File: src/passthru_consts.svh
`ifndef PASSTHRU_CONSTS_SVH
`define PASSTHRU_CONSTS_SVH

// ****************************************
// Add-On register offsets.
// ****************************************
`define PT_DATA_OFFSET 7'h2C

// ****************************************
// Pass-thru region windows.
// ****************************************
`define PT_REGION0_BASE 32'h1000_0000
`define PT_REGION1_BASE 32'h2000_0000
`define PT_REGION2_BASE 32'h3000_0000
`define PT_REGION3_BASE 32'h4000_0000
`define PT_REGION_MASK 32'hFFFF_0000

// ****************************************
// Reset values and timing counts.
// ****************************************
`define PT_DATA_RESET 32'h0000_0000
`define PT_RETRY_FIRST 4'hF
`define PT_RETRY_NEXT 4'h8
`define PT_HOLDOFF_CYCLES 2'h2

`endif

File: src/passthru_pkg.sv
package passthru_pkg;

  typedef enum logic [1:0] {
    PT_IDLE,
    PT_ACTIVE,
    PT_HOLDOFF
  } pt_state_type;

  typedef logic [1:0] region_type;
  typedef logic [31:0] word_type;

endpackage

File: src/passthru_region_match.sv
`timescale 1ns/1ns
`default_nettype none

module passthru_region_match #(
  parameter logic [31:0] BASE = 32'h0000_0000,
  parameter logic [31:0] MASK = 32'hFFFF_0000
) (
  input wire logic [31:0] addr,
  output logic hit
);

  // ****************************************
  // Compares the masked address with the window base.
  // ****************************************
  assign hit = ((addr & MASK) == (BASE & MASK));

endmodule

`default_nettype wire

File: src/passthru_burst_read_addon_port.sv
`timescale 1ns/1ns
`default_nettype none
`include "passthru_consts.svh"

module passthru_burst_read_addon_port (
  input wire logic core_clk,
  input wire logic srst,
  input wire logic clk_en,
  input wire logic pci_addr_valid,
  input wire logic [31:0] pci_addr,
  input wire logic [3:0] pci_be_n,
  input wire logic pci_read,
  input wire logic pci_frame,
  input wire logic pci_irdy,
  output logic pci_accept,
  output logic pci_trdy,
  output logic pci_stop,
  output passthru_pkg::word_type pci_rdata,
  input wire logic addon_select_n,
  input wire logic [6:2] addon_addr,
  input wire logic [3:0] addon_byte_enable_n,
  input wire logic addon_write_strobe_n,
  input wire logic addon_read_strobe_n,
  input wire logic [31:0] addon_data_in,
  output passthru_pkg::word_type addon_data_out,
  output logic addon_data_oe,
  input wire logic passthru_addr_out_n,
  input wire logic passthru_ready_n,
  output logic passthru_attention_n,
  output logic passthru_burst_n,
  output passthru_pkg::region_type passthru_region_number,
  output logic passthru_write_dir,
  output logic [3:0] passthru_byte_enable_n
);
  import passthru_pkg::*;

  localparam logic [31:0] REGION_BASE [4] = '{
    `PT_REGION0_BASE, `PT_REGION1_BASE, `PT_REGION2_BASE, `PT_REGION3_BASE
  };

  pt_state_type state_q;
  word_type address_reg_q;
  word_type data_reg_q;
  word_type data_d;
  logic [3:0] region_hit;
  logic any_hit;
  region_type hit_region;
  logic [3:0] timer_q;
  logic [3:0] timer_limit;
  logic first_q;
  logic retry_q;
  logic [1:0] holdoff_q;
  logic attention_n_q;
  logic burst_n_q;
  region_type region_q;
  logic [3:0] be_n_q;
  logic trdy_q;
  logic stop_q;
  word_type rdata_q;
  word_type data_out_q;
  logic data_oe_q;
  logic start;
  logic data_sel;
  logic data_wr;
  logic phase_done;
  logic final_phase;
  logic retry_fire;

  // ****************************************
  // Region decode.
  // ****************************************
  genvar gi;
  generate
    for (gi = 0; gi < 4; gi = gi + 1) begin : g_region
      passthru_region_match #(
        .BASE(REGION_BASE[gi]),
        .MASK(`PT_REGION_MASK)
      ) u_match (
        .addr(pci_addr),
        .hit(region_hit[gi])
      );
    end
  endgenerate

  always_comb begin
    hit_region = 2'h0;
    if (region_hit[0]) begin
      hit_region = 2'h0;
    end else if (region_hit[1]) begin
      hit_region = 2'h1;
    end else if (region_hit[2]) begin
      hit_region = 2'h2;
    end else if (region_hit[3]) begin
      hit_region = 2'h3;
    end
  end

  assign any_hit = |region_hit;
  assign start = (state_q == PT_IDLE) && pci_addr_valid && pci_read && any_hit;

  // ****************************************
  // Add-On register access.
  // ****************************************
  assign data_sel = !addon_select_n && ({addon_addr, 2'h0} == `PT_DATA_OFFSET);
  assign data_wr = data_sel && !addon_write_strobe_n;

  always_comb begin
    data_d = data_reg_q;
    for (int b = 0; b < 4; b++) begin
      if (data_wr && !addon_byte_enable_n[b]) begin
        data_d[8*b +: 8] = addon_data_in[8*b +: 8];
      end
    end
  end

  always_ff @(posedge core_clk) begin
    if (srst) begin
      data_reg_q <= `PT_DATA_RESET;
    end else if (clk_en) begin
      data_reg_q <= data_d;
    end
  end

  always_ff @(posedge core_clk) begin
    if (srst) begin
      data_out_q <= 32'h0000_0000;
      data_oe_q <= 1'b0;
    end else if (clk_en) begin
      if (!passthru_addr_out_n) begin
        data_out_q <= address_reg_q;
        data_oe_q <= 1'b1;
      end else if (data_sel && !addon_read_strobe_n) begin
        data_out_q <= data_reg_q;
        data_oe_q <= 1'b1;
      end else begin
        data_out_q <= 32'h0000_0000;
        data_oe_q <= 1'b0;
      end
    end
  end

  // ****************************************
  // Data phase pacing.
  // ****************************************
  assign phase_done = (state_q == PT_ACTIVE) && !attention_n_q && !passthru_ready_n;
  assign final_phase = phase_done && (!pci_frame || retry_q);
  assign timer_limit = first_q ? `PT_RETRY_FIRST : `PT_RETRY_NEXT;
  assign retry_fire = (state_q == PT_ACTIVE) && !phase_done && !retry_q &&
                      (timer_q == timer_limit - 4'h1);

  always_ff @(posedge core_clk) begin
    if (srst) begin
      state_q <= PT_IDLE;
      holdoff_q <= 2'h0;
    end else if (clk_en) begin
      case (state_q)
        PT_IDLE: begin
          if (start) begin
            state_q <= PT_ACTIVE;
          end
        end
        PT_ACTIVE: begin
          if (final_phase) begin
            state_q <= PT_HOLDOFF;
            holdoff_q <= `PT_HOLDOFF_CYCLES - 2'h1;
          end
        end
        PT_HOLDOFF: begin
          if (holdoff_q == 2'h0) begin
            state_q <= PT_IDLE;
          end else begin
            holdoff_q <= holdoff_q - 2'h1;
          end
        end
        default: begin
          state_q <= PT_IDLE;
        end
      endcase
    end
  end

  always_ff @(posedge core_clk) begin
    if (srst) begin
      address_reg_q <= 32'h0000_0000;
      region_q <= 2'h0;
      be_n_q <= 4'hF;
    end else if (clk_en && start) begin
      address_reg_q <= pci_addr;
      region_q <= hit_region;
      be_n_q <= pci_be_n;
    end
  end

  always_ff @(posedge core_clk) begin
    if (srst) begin
      attention_n_q <= 1'b1;
      burst_n_q <= 1'b1;
    end else if (clk_en) begin
      if (start) begin
        attention_n_q <= 1'b0;
        burst_n_q <= 1'b1;
      end else if (state_q != PT_ACTIVE || final_phase) begin
        attention_n_q <= 1'b1;
        burst_n_q <= 1'b1;
      end else begin
        attention_n_q <= !pci_irdy;
        burst_n_q <= retry_q || retry_fire || !pci_frame;
      end
    end
  end

  always_ff @(posedge core_clk) begin
    if (srst) begin
      timer_q <= 4'h0;
      first_q <= 1'b1;
      retry_q <= 1'b0;
      stop_q <= 1'b0;
    end else if (clk_en) begin
      stop_q <= retry_fire;
      if (start) begin
        timer_q <= 4'h0;
        first_q <= 1'b1;
        retry_q <= 1'b0;
      end else if (phase_done) begin
        timer_q <= 4'h0;
        first_q <= 1'b0;
      end else if (state_q == PT_ACTIVE) begin
        timer_q <= retry_q ? timer_q : timer_q + 4'h1;
        retry_q <= retry_q || retry_fire;
      end
    end
  end

  always_ff @(posedge core_clk) begin
    if (srst) begin
      trdy_q <= 1'b0;
      rdata_q <= 32'h0000_0000;
    end else if (clk_en) begin
      trdy_q <= phase_done;
      if (phase_done) begin
        rdata_q <= data_d;
      end
    end
  end

  // ****************************************
  // Output drive.
  // ****************************************
  assign pci_accept = (state_q == PT_IDLE);
  assign pci_trdy = trdy_q;
  assign pci_stop = stop_q;
  assign pci_rdata = rdata_q;
  assign addon_data_out = data_out_q;
  assign addon_data_oe = data_oe_q;
  assign passthru_attention_n = attention_n_q;
  assign passthru_burst_n = burst_n_q;
  assign passthru_region_number = region_q;
  assign passthru_write_dir = 1'b0;
  assign passthru_byte_enable_n = be_n_q;
endmodule

`default_nettype wire

File: config.mk
export PLATFORM = sky130hd
export DESIGN_NAME = passthru_burst_read_addon_port
export DESIGN_NICKNAME = d
export VERILOG_FILES = /design/src/passthru_pkg.sv /design/src/passthru_region_match.sv /design/src/passthru_burst_read_addon_port.sv
export VERILOG_INCLUDE_DIRS = /design/src /design/src/src
export SDC_FILE = /design/constraint.sdc
export NUM_CORES = 1
export LEC_CHECK = 0
export BUFFER_PORTS_ARGS = -buffer_cell sky130_fd_sc_hd__clkbuf_2
export CORE_MARGIN = 5
export CORE_UTILIZATION = 38
export CTS_BUF_LIST = sky130_fd_sc_hd__clkbuf_4
export CTS_CLUSTER_SIZE = 30
export DETAILED_ROUTE_END_ITERATION = 6
export GPL_TIMING_DRIVEN = 0
export HOLD_SLACK_MARGIN = 0.05
export PLACE_DENSITY_LB_ADDON = 0.3
export SLEW_MARGIN = 20
export SYNTH_ARGS = -nofsm -noshare
export SYNTH_HDL_FRONTEND = slang
export SYNTH_SLANG_ARGS = --single-unit
File: constraint.sdc
create_clock -name core_clk -period 3.2 [get_ports core_clk]
set_input_delay 0.64 -clock core_clk [delete_from_list [all_inputs] [get_ports core_clk]]
set_output_delay 0.64 -clock core_clk [all_outputs]
set_load 0.05 [all_outputs]
; After elaboration in Yosys (flattened, before gate mapping)
; Index checks and enable logic that the tools add are counted.
; Widths: inputs -> output; s select.
[totals]
ff_bits = 149
in_bits = 89
out_inout_bits = 77
wordCells = 114
[classes]
n_addsub = 3
n_eq_ne = 15
n_mux = 33
reduce_logical = 47
[ops]
columns = op, n
row1 = $mux 32, 2
row2 = $eq 16x14->1 const B, 2
row3 = $mux 8, 4
row4 = $mux 2, 9
row5 = $logic_and 1x1->1, 17
row6 = $eq 16x13->1 const B, 1
row7 = $eq 16x15->1 const B, 1
row8 = $mux 4, 4
row9 = $logic_not 1->1, 13
row10 = $mux 1, 11
row11 = $ne 2x2->1 const B, 4
row12 = $reduce_and 4->1, 2
row13 = $pmux 2 s3, 1
row14 = $reduce_and 3->1, 2
row15 = $reduce_bool 2->1, 3
row16 = $eq 5x4->1 const B, 1
row17 = $add 4x1->4 const B, 1
row18 = $eq 4x4->1, 1
row19 = $logic_not 2->1, 2
row20 = $logic_or 1x1->1, 4
row21 = $ne 2x1->1 const B, 2
row22 = $pmux 2 s2, 1
row23 = $reduce_and 2->1, 2
row24 = $reduce_or 4->1, 1
row25 = other kinds (7), 7

; Logic depth before layout (Yosys ltp)
; Gate-level depths: netlist (run 1).
[depth]
word_depth = 11
ltp_mapped = 7
depth_no_buf = 6

; Cells and area by module
; From an unflattened synthesis (run 1), not the netlist that was laid out.
[hier_totals]
hier_cells = 694
hier_area_um2 = 6236.0
[by_module_without_submodules]
columns = mod, instances, cells_each, area_per_inst_um2, seq_area_each_um2
row1 = passthru_burst_read_addon_port, 1, 674, 6069.6, 2982.9
row2 = passthru_region_match at g_region[0].u_match ..., 3, 5, 42.5, 0.0
row3 = passthru_region_match at g_region[2].u_match, 1, 5, 38.8, 0.0

; Worst setup path after synthesis (run 1)
; OpenSTA, ideal clock, no wires.
[synth_timing]
path_type = input-to-reg
start = input addon_addr[4] (netlist bit)
end = register data_reg_q[2]
setup_ps = 70
t_arrival_ps = 2466
t_required_ps = 3130
setup_slack_ps = 664
stages = 7
cell_sequence = or4b_1 -> buf_6 -> or4_4 -> buf_6 -> buf_6 -> or3b_1 -> a21oi_1
[synth_between]
elab_chain_cells = 5
[synth_lines]
columns = element, line
row1 = "start, declared", passthru_burst_read_addon_port.sv:20  ; input wire logic [6:2] addon_addr,
row2 = $eq 5x4->1 (no source line), --
row3 = $logic_and 1x1->1, passthru_burst_read_addon_port.sv:104  ; assign data_sel = !addon_select_n && ({addon_addr, 2'h0} == `PT_DATA_OFFSET);
row4 = $logic_and 1x1->1, passthru_burst_read_addon_port.sv:105  ; assign data_wr = data_sel && !addon_write_strobe_n;
row5 = $logic_and 1x1->1, passthru_burst_read_addon_port.sv:110  ; if (data_wr && !addon_byte_enable_n[b]) begin
row6 = $mux 8, passthru_burst_read_addon_port.sv:110
row7 = "end signal, assigned", passthru_burst_read_addon_port.sv:118  ; data_reg_q <= `PT_DATA_RESET;
row8 = "end signal, assigned", passthru_burst_read_addon_port.sv:120  ; data_reg_q <= data_d;
row9 = "end, declared", passthru_burst_read_addon_port.sv:43  ; word_type data_reg_q;
; Every way passes these cells.
; A chain may end at the register's enable or synchronous reset.

; Worst setup path in the final report (run 1)
[layout_timing]
start = register state_q[1]
end = register rdata_q[27] (netlist: pci_rdata[27])
[layout_between]
elab_chain_cells = 4
[layout_lines]
columns = element, line
row1 = "start, declared", passthru_burst_read_addon_port.sv:41  ; pt_state_type state_q;
row2 = "start signal, assigned", passthru_burst_read_addon_port.sv:153  ; state_q <= PT_IDLE;
row3 = "start signal, assigned", passthru_burst_read_addon_port.sv:159  ; state_q <= PT_ACTIVE;
row4 = "start signal, assigned", passthru_burst_read_addon_port.sv:164  ; state_q <= PT_HOLDOFF;
row5 = $eq 2x1->1, passthru_burst_read_addon_port.sv:145  ; assign phase_done = (state_q == PT_ACTIVE) && !attention_n_q && !passthru_ready_n;
row6 = $logic_and 1x1->1 (2 in series), passthru_burst_read_addon_port.sv:145
row7 = $reduce_and 2->1 (no source line), --
row8 = "end signal, assigned", passthru_burst_read_addon_port.sv:241  ; rdata_q <= data_d;
row9 = "end, declared", passthru_burst_read_addon_port.sv:59  ; word_type rdata_q;
; Every way passes these cells.

==> results of run 1 <==
-- critical path, cell delays in order, from the launching register on --
cell,delay [ns]
dfxtp_1,0.33
clkbuf_1,0.22
nor4b_2,0.64
and2_1,0.29
clkbuf_1,0.43
clkbuf_1,0.41
o21ai_0,0.14
a21oi_1,0.14
-- flip-flops by register name (all words and copies together), names as in the netlist, 2 cells and up --
register / flops
addon_data_out: 32
pci_rdata: 32
holdoff_q: 2
address_reg_q: 32
passthru_byte_enable_n: 4
data_reg_q: 32
timer_q: 4
state_q: 2
passthru_region_number: 2
-- synthesized netlist by cell type (all sizes together) (3+ instances only) --
cell type | count | area [µm²]
buf | 11 | 86.33
mux2i | 67 | 670.6
or3b | 33 | 289.0
inv | 7 | 26.27
nor2 | 34 | 127.6
a211oi | 20 | 150.1
nand2 | 62 | 232.7
or4 | 4 | 33.78
o21ai | 85 | 425.4
a22oi | 20 | 150.1
nor4 | 10 | 122.6
and3 | 13 | 81.33
nand3 | 3 | 15.01
a21oi | 75 | 375.4
nor4b | 3 | 26.28
dfxtp | 149 | 2983
or3 | 4 | 25.02
clkbuf | 48 | 180.2
nand4 | 3 | 18.77
-- worst paths after layout --
kind	to	depth (start not counted)
worst max-delay path	pci_rdata[27]$_SDFFE_PP0P_	7
worst min-delay path	address_reg_q[7]$_SDFFE_PP0P_	3
worst max register to register	pci_rdata[27]$_SDFFE_PP0P_	7
worst min register to register	addon_data_out[28]$_SDFFE_PP0P_	2
-- routing by layer --
layer  track usage (%)  routed length [µm]  share of wire [%]  vias up
met1             25.28                8406                 45     2661
met5                 0                   0                  0        -
met4             4.943                 213                1.1        0
met2             30.43                8565                 46      208
li1                  -                   -                  -     2863
met3             5.241                1441                7.7       15
-- power groups by stage --
| stage | registers, mW | logic [mW] | clock network, mW |
|---|---|---|---|
| finish | 1.88 | 0.274 | 1.16 |
| global route | 1.88 | 0.297 | 1.27 |
| CTS | 1.88 | 0.275 | 1.20 |
| detailed placement | 1.92 | 0.275 | 0 |
| global placement | 1.92 | 0.274 | 0 |
| floorplan | 1.96 | 0.104 | 0 |
-- area by class of cell --
class / instances / area [µm²] / share of cell area, %
Clock buffer: 19 / 142.6 / 1.860
Buffer: 59 / 266.5 / 3.476
Multi-Input combinational cell: 472 / 3035 / 39.59
Tap cell: 220 / 275.3 / 3.590
Clock inverter: 13 / 135.1 / 1.762
Inverter: 7 / 26.28 / 0.3427
Timing Repair Buffer: 160 / 800.8 / 10.44
Sequential cell: 149 / 2983 / 38.90
Antenna cell: 1 / 2.502 / 0.03264
-- cell families (layout without fill, tap and decap cells) --
family | Yosys count | count (layout) | synth area share, %
other cells | 1 | 2 | 0.05948
compound gates | 216 | 216 | 19.55
fa+ha+maj | 2 | 2 | 0.3968
xor+xnor | 2 | 2 | 0.2779
buf+inv | 66 | 258 | 4.644
flops | 149 | 149 | 47.31
mux | 68 | 68 | 10.82
simple gates | 183 | 183 | 16.95
==> key figures, run 1 <==
Global routing
  – Initial antenna violation count: 1
  – Vias in the first global route: between 5000 and 6000
  – First-pass GRT wire length: ~30 mm
  – Pin count of the biggest net entering global routing: 17
  – Congestion Overflow GR: 0
  – All-Layer GR Usage: a little under a fifth

Power and ir drop
  – Power per standard cell area: 432.7 mW/mm²
  – Sequential power share: between 50% and 60%
  – Comb pwr share: under 10%
  – Leakage: 2.889 nW
  – Clock power frac: roughly a third
  – Internal power: between 2 and 2.5 mW
  – Sw frac: 26.80%
  – Worst vdd ir: between 0.2 and 0.25 mV
  – P_sw: 0.8892 mW
  – Total Power: between 3 and 4 mW

Synth
  – Number of synthesized register bits: ~150
  – Synth Instances: between 600 and 700
  – Predominant post-synthesis flop cell: dfxtp_1
  – Post-Syn Nets: 778
  – Unique masters post-synth: 52
  – Post-Syn Area per Cell: about 9.2 µm²
  – Yosys warns: 0
  – Number of synthesized flops with an enable pin: 0
  – Sequential share of the synthesized area: between 40 and 50%
  – Post-Syn Area: between 0.006 and 0.007 mm²
  – FFs w/ async S/R, synth: 0%

Floorplan
  – Area of the core: between 0.015 and 0.02 mm²
  – Die H: around 140 µm
  – Die width: 138.8 µm
  – Initial Util: between 30% and 40%
  – Row count: 47
  – Die area: 0.01927 mm²
  – Io pins: around 170

Clock network
  – H-tree lvl count: 4
  – Root Buffer Master: clkbuf_4
  – CTS Buffer Depth: 2
  – Inserted Clock Buffers: 17
  – Clk Latency, worst-skew pair: between 0.5 and 0.6 ns
  – Reg clk slew, reported paths: between 0.1 and 0.15 ns
  – CTS tree: built
  – Postcts setup bufs: 0
  – CTS sink cnt: between 100 and 150
  – Post-CTS Hold Buffers: 0
  – CTS resizes: 0

STA
  – Post-route setup TNS: 0 ns
  – Crit share post-route: 83.38%
  – Min Hold Slack: 0.2915 ns
  – Final min period: ~2.7 ns
  – Slew margin rel.: 46.17%
  – Slew of the pin with the lowest slew margin: ~0.8 ns
  – Clk_skew: around 0.018 ns
  – Setup WS post-layout: roughly 0.53 ns
  – Highest clock rate: around 0.37 GHz
  – Fin. Hold Viols: 0
  – RSZ-0062 raised after global routing: no
  – Max Transition Viols Final: 0
  – Final setup fails: 0

Route
  – Remaining DRCs: 0
  – WL/cell: 16.93 µm
  – Via Count: ~5700
  – First-pass DRT Iterations: 5
  – Antenna Violating Nets Remaining: 0
  – DRT iter0 DRCs: roughly 340
  – Vias per inst: around 5.2
  – DRT Wirelength: 18.63 mm

Worst hold path
  – Hold Crit Class: input pin to register
  – HP Start: pci_addr[7]

Critical path
  – Crit Path Class: register to register
  – Worst Path Arrival: roughly 3.2 ns
  – Critical Path Source Type: register
  – R2r setup slk: 0.53 ns
  – WP data required: between 3 and 4 ns
  – R2r startpoint: state_q[1]$_SDFFE_PP0P_
  – Critical Path Sink Type: register
  – Max Fanout on Critical Path: 10
  – Worst Setup SP: state_q[1]$_SDFFE_PP0P_

Place
  – Dpl cell area: 0.007381 mm²
  – Place WS: 0.08223 ns
  – Port Buffer Count: 160
  – HPWL Detailed: 13.92 mm
  – DP Cell Count: around 1100
  – Gpl congestion: 0.8574

Layout
  – Fin nets: 957
  – Area Overhead vs Synth: 21.61%
  – Most frequent cells in the layout: clkbuf_2 (160), dfxtp_1 (149), o21ai_0 (83)
  – Share of layout cells above drive strength 1: around 24%
  – Finished Core Util: between 40% and 50%
  – Fillers: between 1500 and 2000
  – Non-Filler Instances: 1100
  – Commonest non-fill, non-tap cell in the layout: clkbuf_2
  – Fin area: approximately 0.0077 mm²

Outcome
  – Status: finished, final reports clean

Job
  – Maximum Capacitance Violations: 0
Note: power is estimated with default switching activity, not from simulation.
==> run 2, diff against run 1 <==
==> constraint.sdc (replaced) <==
create_clock -name core_clk -period 2.29 [get_ports core_clk]
set_input_delay 0.458 -clock core_clk [delete_from_list [all_inputs] [get_ports core_clk]]
set_output_delay 0.458 -clock core_clk [all_outputs]
set_load 0.05 [all_outputs]
==> run 2 against run 1 <==
  * Highest routed layer unchanged
  * Non-clock buffer count is 2 higher
  * Setup slack worse by 0.42 ns
  * Routed wire length is 1.9% higher
  * Die area stayed put
  * Critical endpoint is now address_reg_q[23]$_SDFFE_PP0P_
  * Worst hold slack worse by 0.18 ns
  * Largest cell class unchanged
==> key figures, run 2 (synthesis gave the netlist of run 1 again) <==
STA
  – Clk_skew: 0.01679 ns (was 0.01798 ns)
  – Crit share post-route: 95.15% (was 83.38%)
  – Slew margin rel.: 44.68% (was 46.17%)
  – Highest clock rate: 0.4589 GHz (was 0.3748 GHz)
  – Min Hold Slack: 0.1104 ns (was 0.2915 ns)
  – Fin. Hold Viols: 0 (unchanged)
  – Final min period: 2.179 ns (was 2.668 ns)
  – RSZ-0062 raised after global routing: no (unchanged)
  – Final setup fails: 0 (unchanged)
  – Slew of the pin with the lowest slew margin: 0.8236 ns (was 0.8015 ns)
  – Max Transition Viols Final: 0 (unchanged)

Clock network
  – Reg clk slew, reported paths: 0.13 ns (about the same)
  – Root Buffer Master: clkbuf_4 (unchanged)
  – CTS tree: built (unchanged)
  – CTS sink cnt: 149 (unchanged)
  – Inserted Clock Buffers: 17 (unchanged)
  – CTS Buffer Depth: 2 (unchanged)
  – Clk Latency, worst-skew pair: 0.56 ns (about the same)
  – H-tree lvl count: 4 (unchanged)

Route
  – Vias per inst: 5.230 (was 5.225)
  – First-pass DRT Iterations: 5 (unchanged)
  – DRT Wirelength: 18.98 mm (was 18.63 mm)
  – WL/cell: 17.22 µm (was 16.93 µm)
  – Antenna Violating Nets Remaining: 0 (unchanged)
  – DRT iter0 DRCs: 443 (was 337)
  – Via Count: 5764 (was 5747)
  – Remaining DRCs: 0 (unchanged)

Critical path
  – Length in cells of the worst reg-to-reg path: 6 (was 7)
  – Reg2reg end: address_reg_q[23]$_SDFFE_PP0P_ (was pci_rdata[27]$_SDFFE_PP0P_)
  – Cells along the critical path: clkbuf_2 -> nor4b_2 -> nand4_1 -> or4_4 -> clkbuf_2 -> and3_1 (was clkbuf_1 -> nor4b_2 -> and2_1 -> clkbuf_1 -> clkbuf_1 -> o21ai_0 -> a21oi_1)
  – Crit Path Class: register to register (unchanged)
  – Crit path max-delay family: simple AND/OR/NAND/NOR gates (was buffers and inverters)
  – Critical Path Source Type: register (unchanged)
  – Worst Setup SP: state_q[1]$_SDFFE_PP0P_ (unchanged)
  – WP data required: 2.74 ns (was 3.70 ns)
  – Worst path slowest cell: or4_4 (was nor4b_2)
  – Critical Path Sink Type: register (unchanged)
  – Critical Path End: address_reg_q[23]$_SDFFE_PP0P_ (was pci_rdata[27]$_SDFFE_PP0P_)
  – Max Fanout on Critical Path: 10 (unchanged)
  – Most used cell, CP: clkbuf_2 (was clkbuf_1)
  – R2r setup slk: 0.11 ns (was 0.53 ns)
  – Delay of the slowest critical-path stage: 0.51 ns (was 0.64 ns)
  – R2r startpoint: state_q[1]$_SDFFE_PP0P_ (unchanged)
  – Worst Path Arrival: 2.63 ns (was 3.17 ns)
  – Worst path depth: 6 (was 7)
  – CP bufs+invs: 2 (was 3)

Layout
  – Fin nets: 959 (was 957)
  – Most frequent cells in the layout: clkbuf_2 (165), dfxtp_1 (148), o21ai_0 (83) (was clkbuf_2 (160), dfxtp_1 (149), o21ai_0 (83))
  – Fin area: 0.007759 mm² (was 0.007667 mm²)
  – Area Overhead vs Synth: 23.06% (was 21.61%)
  – Commonest non-fill, non-tap cell in the layout: clkbuf_2 (unchanged)
  – Share of layout cells above drive strength 1: 25.09% (was 24.00%)

Power and ir drop
  – Leakage: 2.935 nW (was 2.889 nW)
  – Worst vdd ir: 0.3002 mV (was 0.2456 mV)
  – Power per standard cell area: 622.6 mW/mm² (was 432.7 mW/mm²)

Floorplan
  – Die area: 0.01927 mm² (unchanged)
  – Initial Util: 38.43% (unchanged)
  – Die H: 138.8 µm (unchanged)
  – Area of the core: 0.01641 mm² (unchanged)
  – Row count: 47 (unchanged)
  – Io pins: 166 (unchanged)
  – Die width: 138.8 µm (unchanged)

Place
  – Dpl cell area: 0.007385 mm² (was 0.007381 mm²)
  – Gpl congestion: 0.8529 (was 0.8574)
  – HPWL Detailed: 14.10 mm (was 13.92 mm)
  – Port Buffer Count: 160 (unchanged)

Global routing
  – All-Layer GR Usage: 19.53% (was 18.94%)
  – Vias in the first global route: 5579 (was 5361)
  – Initial antenna violation count: 1 (unchanged)
  – Pin count of the biggest net entering global routing: 17 (unchanged)
  – Congestion Overflow GR: 0 (unchanged)
  – First-pass GRT wire length: 30.30 mm (was 29.33 mm)

Job
  – Maximum Capacitance Violations: 0 (unchanged)

Outcome
  – Status: finished, final reports clean (unchanged)

Worst hold path
  – Hold Crit Class: input pin to register (unchanged)
[run 2: where the power goes]
group | leakage, nW | switching, mW | total, mW | internal [mW]
clock network | 0.152 | 0.968 | 1.82 | 0.850
registers | 1.20 | 0.0149 | 2.63 | 2.61
logic | 1.58 | 0.267 | 0.387 | 0.120
total | 2.93 | 1.25 | 4.83 | 3.58
[run 2: per-layer routing]
layer / up-vias / global-route usage, % / part of all wire (%)
li1: 2869 / - / -
met1: 2699 / 25.61 / 46
met2: 179 / 31.83 / 47
met3: 17 / 5.379 / 6.2
met4: 0 / 5.252 / 0.92
met5: - / 0 / 0
[run 2: how the worst min path moves through the flow]
stage / end / cells past startpoint / slack (ns) / startpoint
after floorplan: address_reg_q[28]$_SDFFE_PP0P_ / 2 / 0.43 / address_reg_q[28]$_SDFFE_PP0P_
after global placement: addon_data_out[26]$_SDFFE_PP0P_ / 2 / 0.44 / addon_data_out[26]$_SDFFE_PP0P_
after detailed placement: addon_data_out[30]$_SDFFE_PP0P_ / 2 / 0.44 / addon_data_out[30]$_SDFFE_PP0P_
after CTS: address_reg_q[5]$_SDFFE_PP0P_ / 3 / 0.07 / pci_addr[5]
after global routing: address_reg_q[4]$_SDFFE_PP0P_ / 3 / 0.08 / pci_addr[4]
final: address_reg_q[5]$_SDFFE_PP0P_ / 3 / 0.11 / pci_addr[5]
[run 2: cell type report]
class	instances	area [µm²]
well taps	220	275.3
plain buffers	59	281.5
clock buffers	17	127.6
inverters	7	26.28
diodes	1	2.502
repair buffers	162	815.8
clock inverters	15	187.7
multi-input cells	472	3058
fillers	1639	8648
flip-flops and latches	149	2984
[run 2: what timing repair did]
item | 4_1_cts | 5_1_grt
setup buffers | 1 | 1
setup endpoints to repair | 69 | 62
pin swaps | 1 | 1
resized for setup | 11 | 5
hold buffers | 0 | 0
[run 2: tightest hold or removal path: stages]
cell,delay (ns)
clkbuf_2,0.08
nand2_1,0.04
mux2i_1,0.05
[run 2: stage by stage]
step | power, mW | TNS [ns] | utilization (%) | instances | setup WS [ns]
6_report | 4.831 | 0 | 47.29 | 1102 | 0.1111
5_1_grt | 5.014 | 0 | 47.29 | 1102 | 0.01765
4_1_cts | 4.870 | 0 | 47.20 | 1100 | 0.02516
3_5_place_dp | 3.068 | -42.49 | 45.01 | 1067 | -0.7743
3_3_place_gp | 3.067 | -39.62 | 45.01 | 1067 | -0.7373
2_1_floorplan | 2.890 | -1.313 | - | 687 | -0.04849
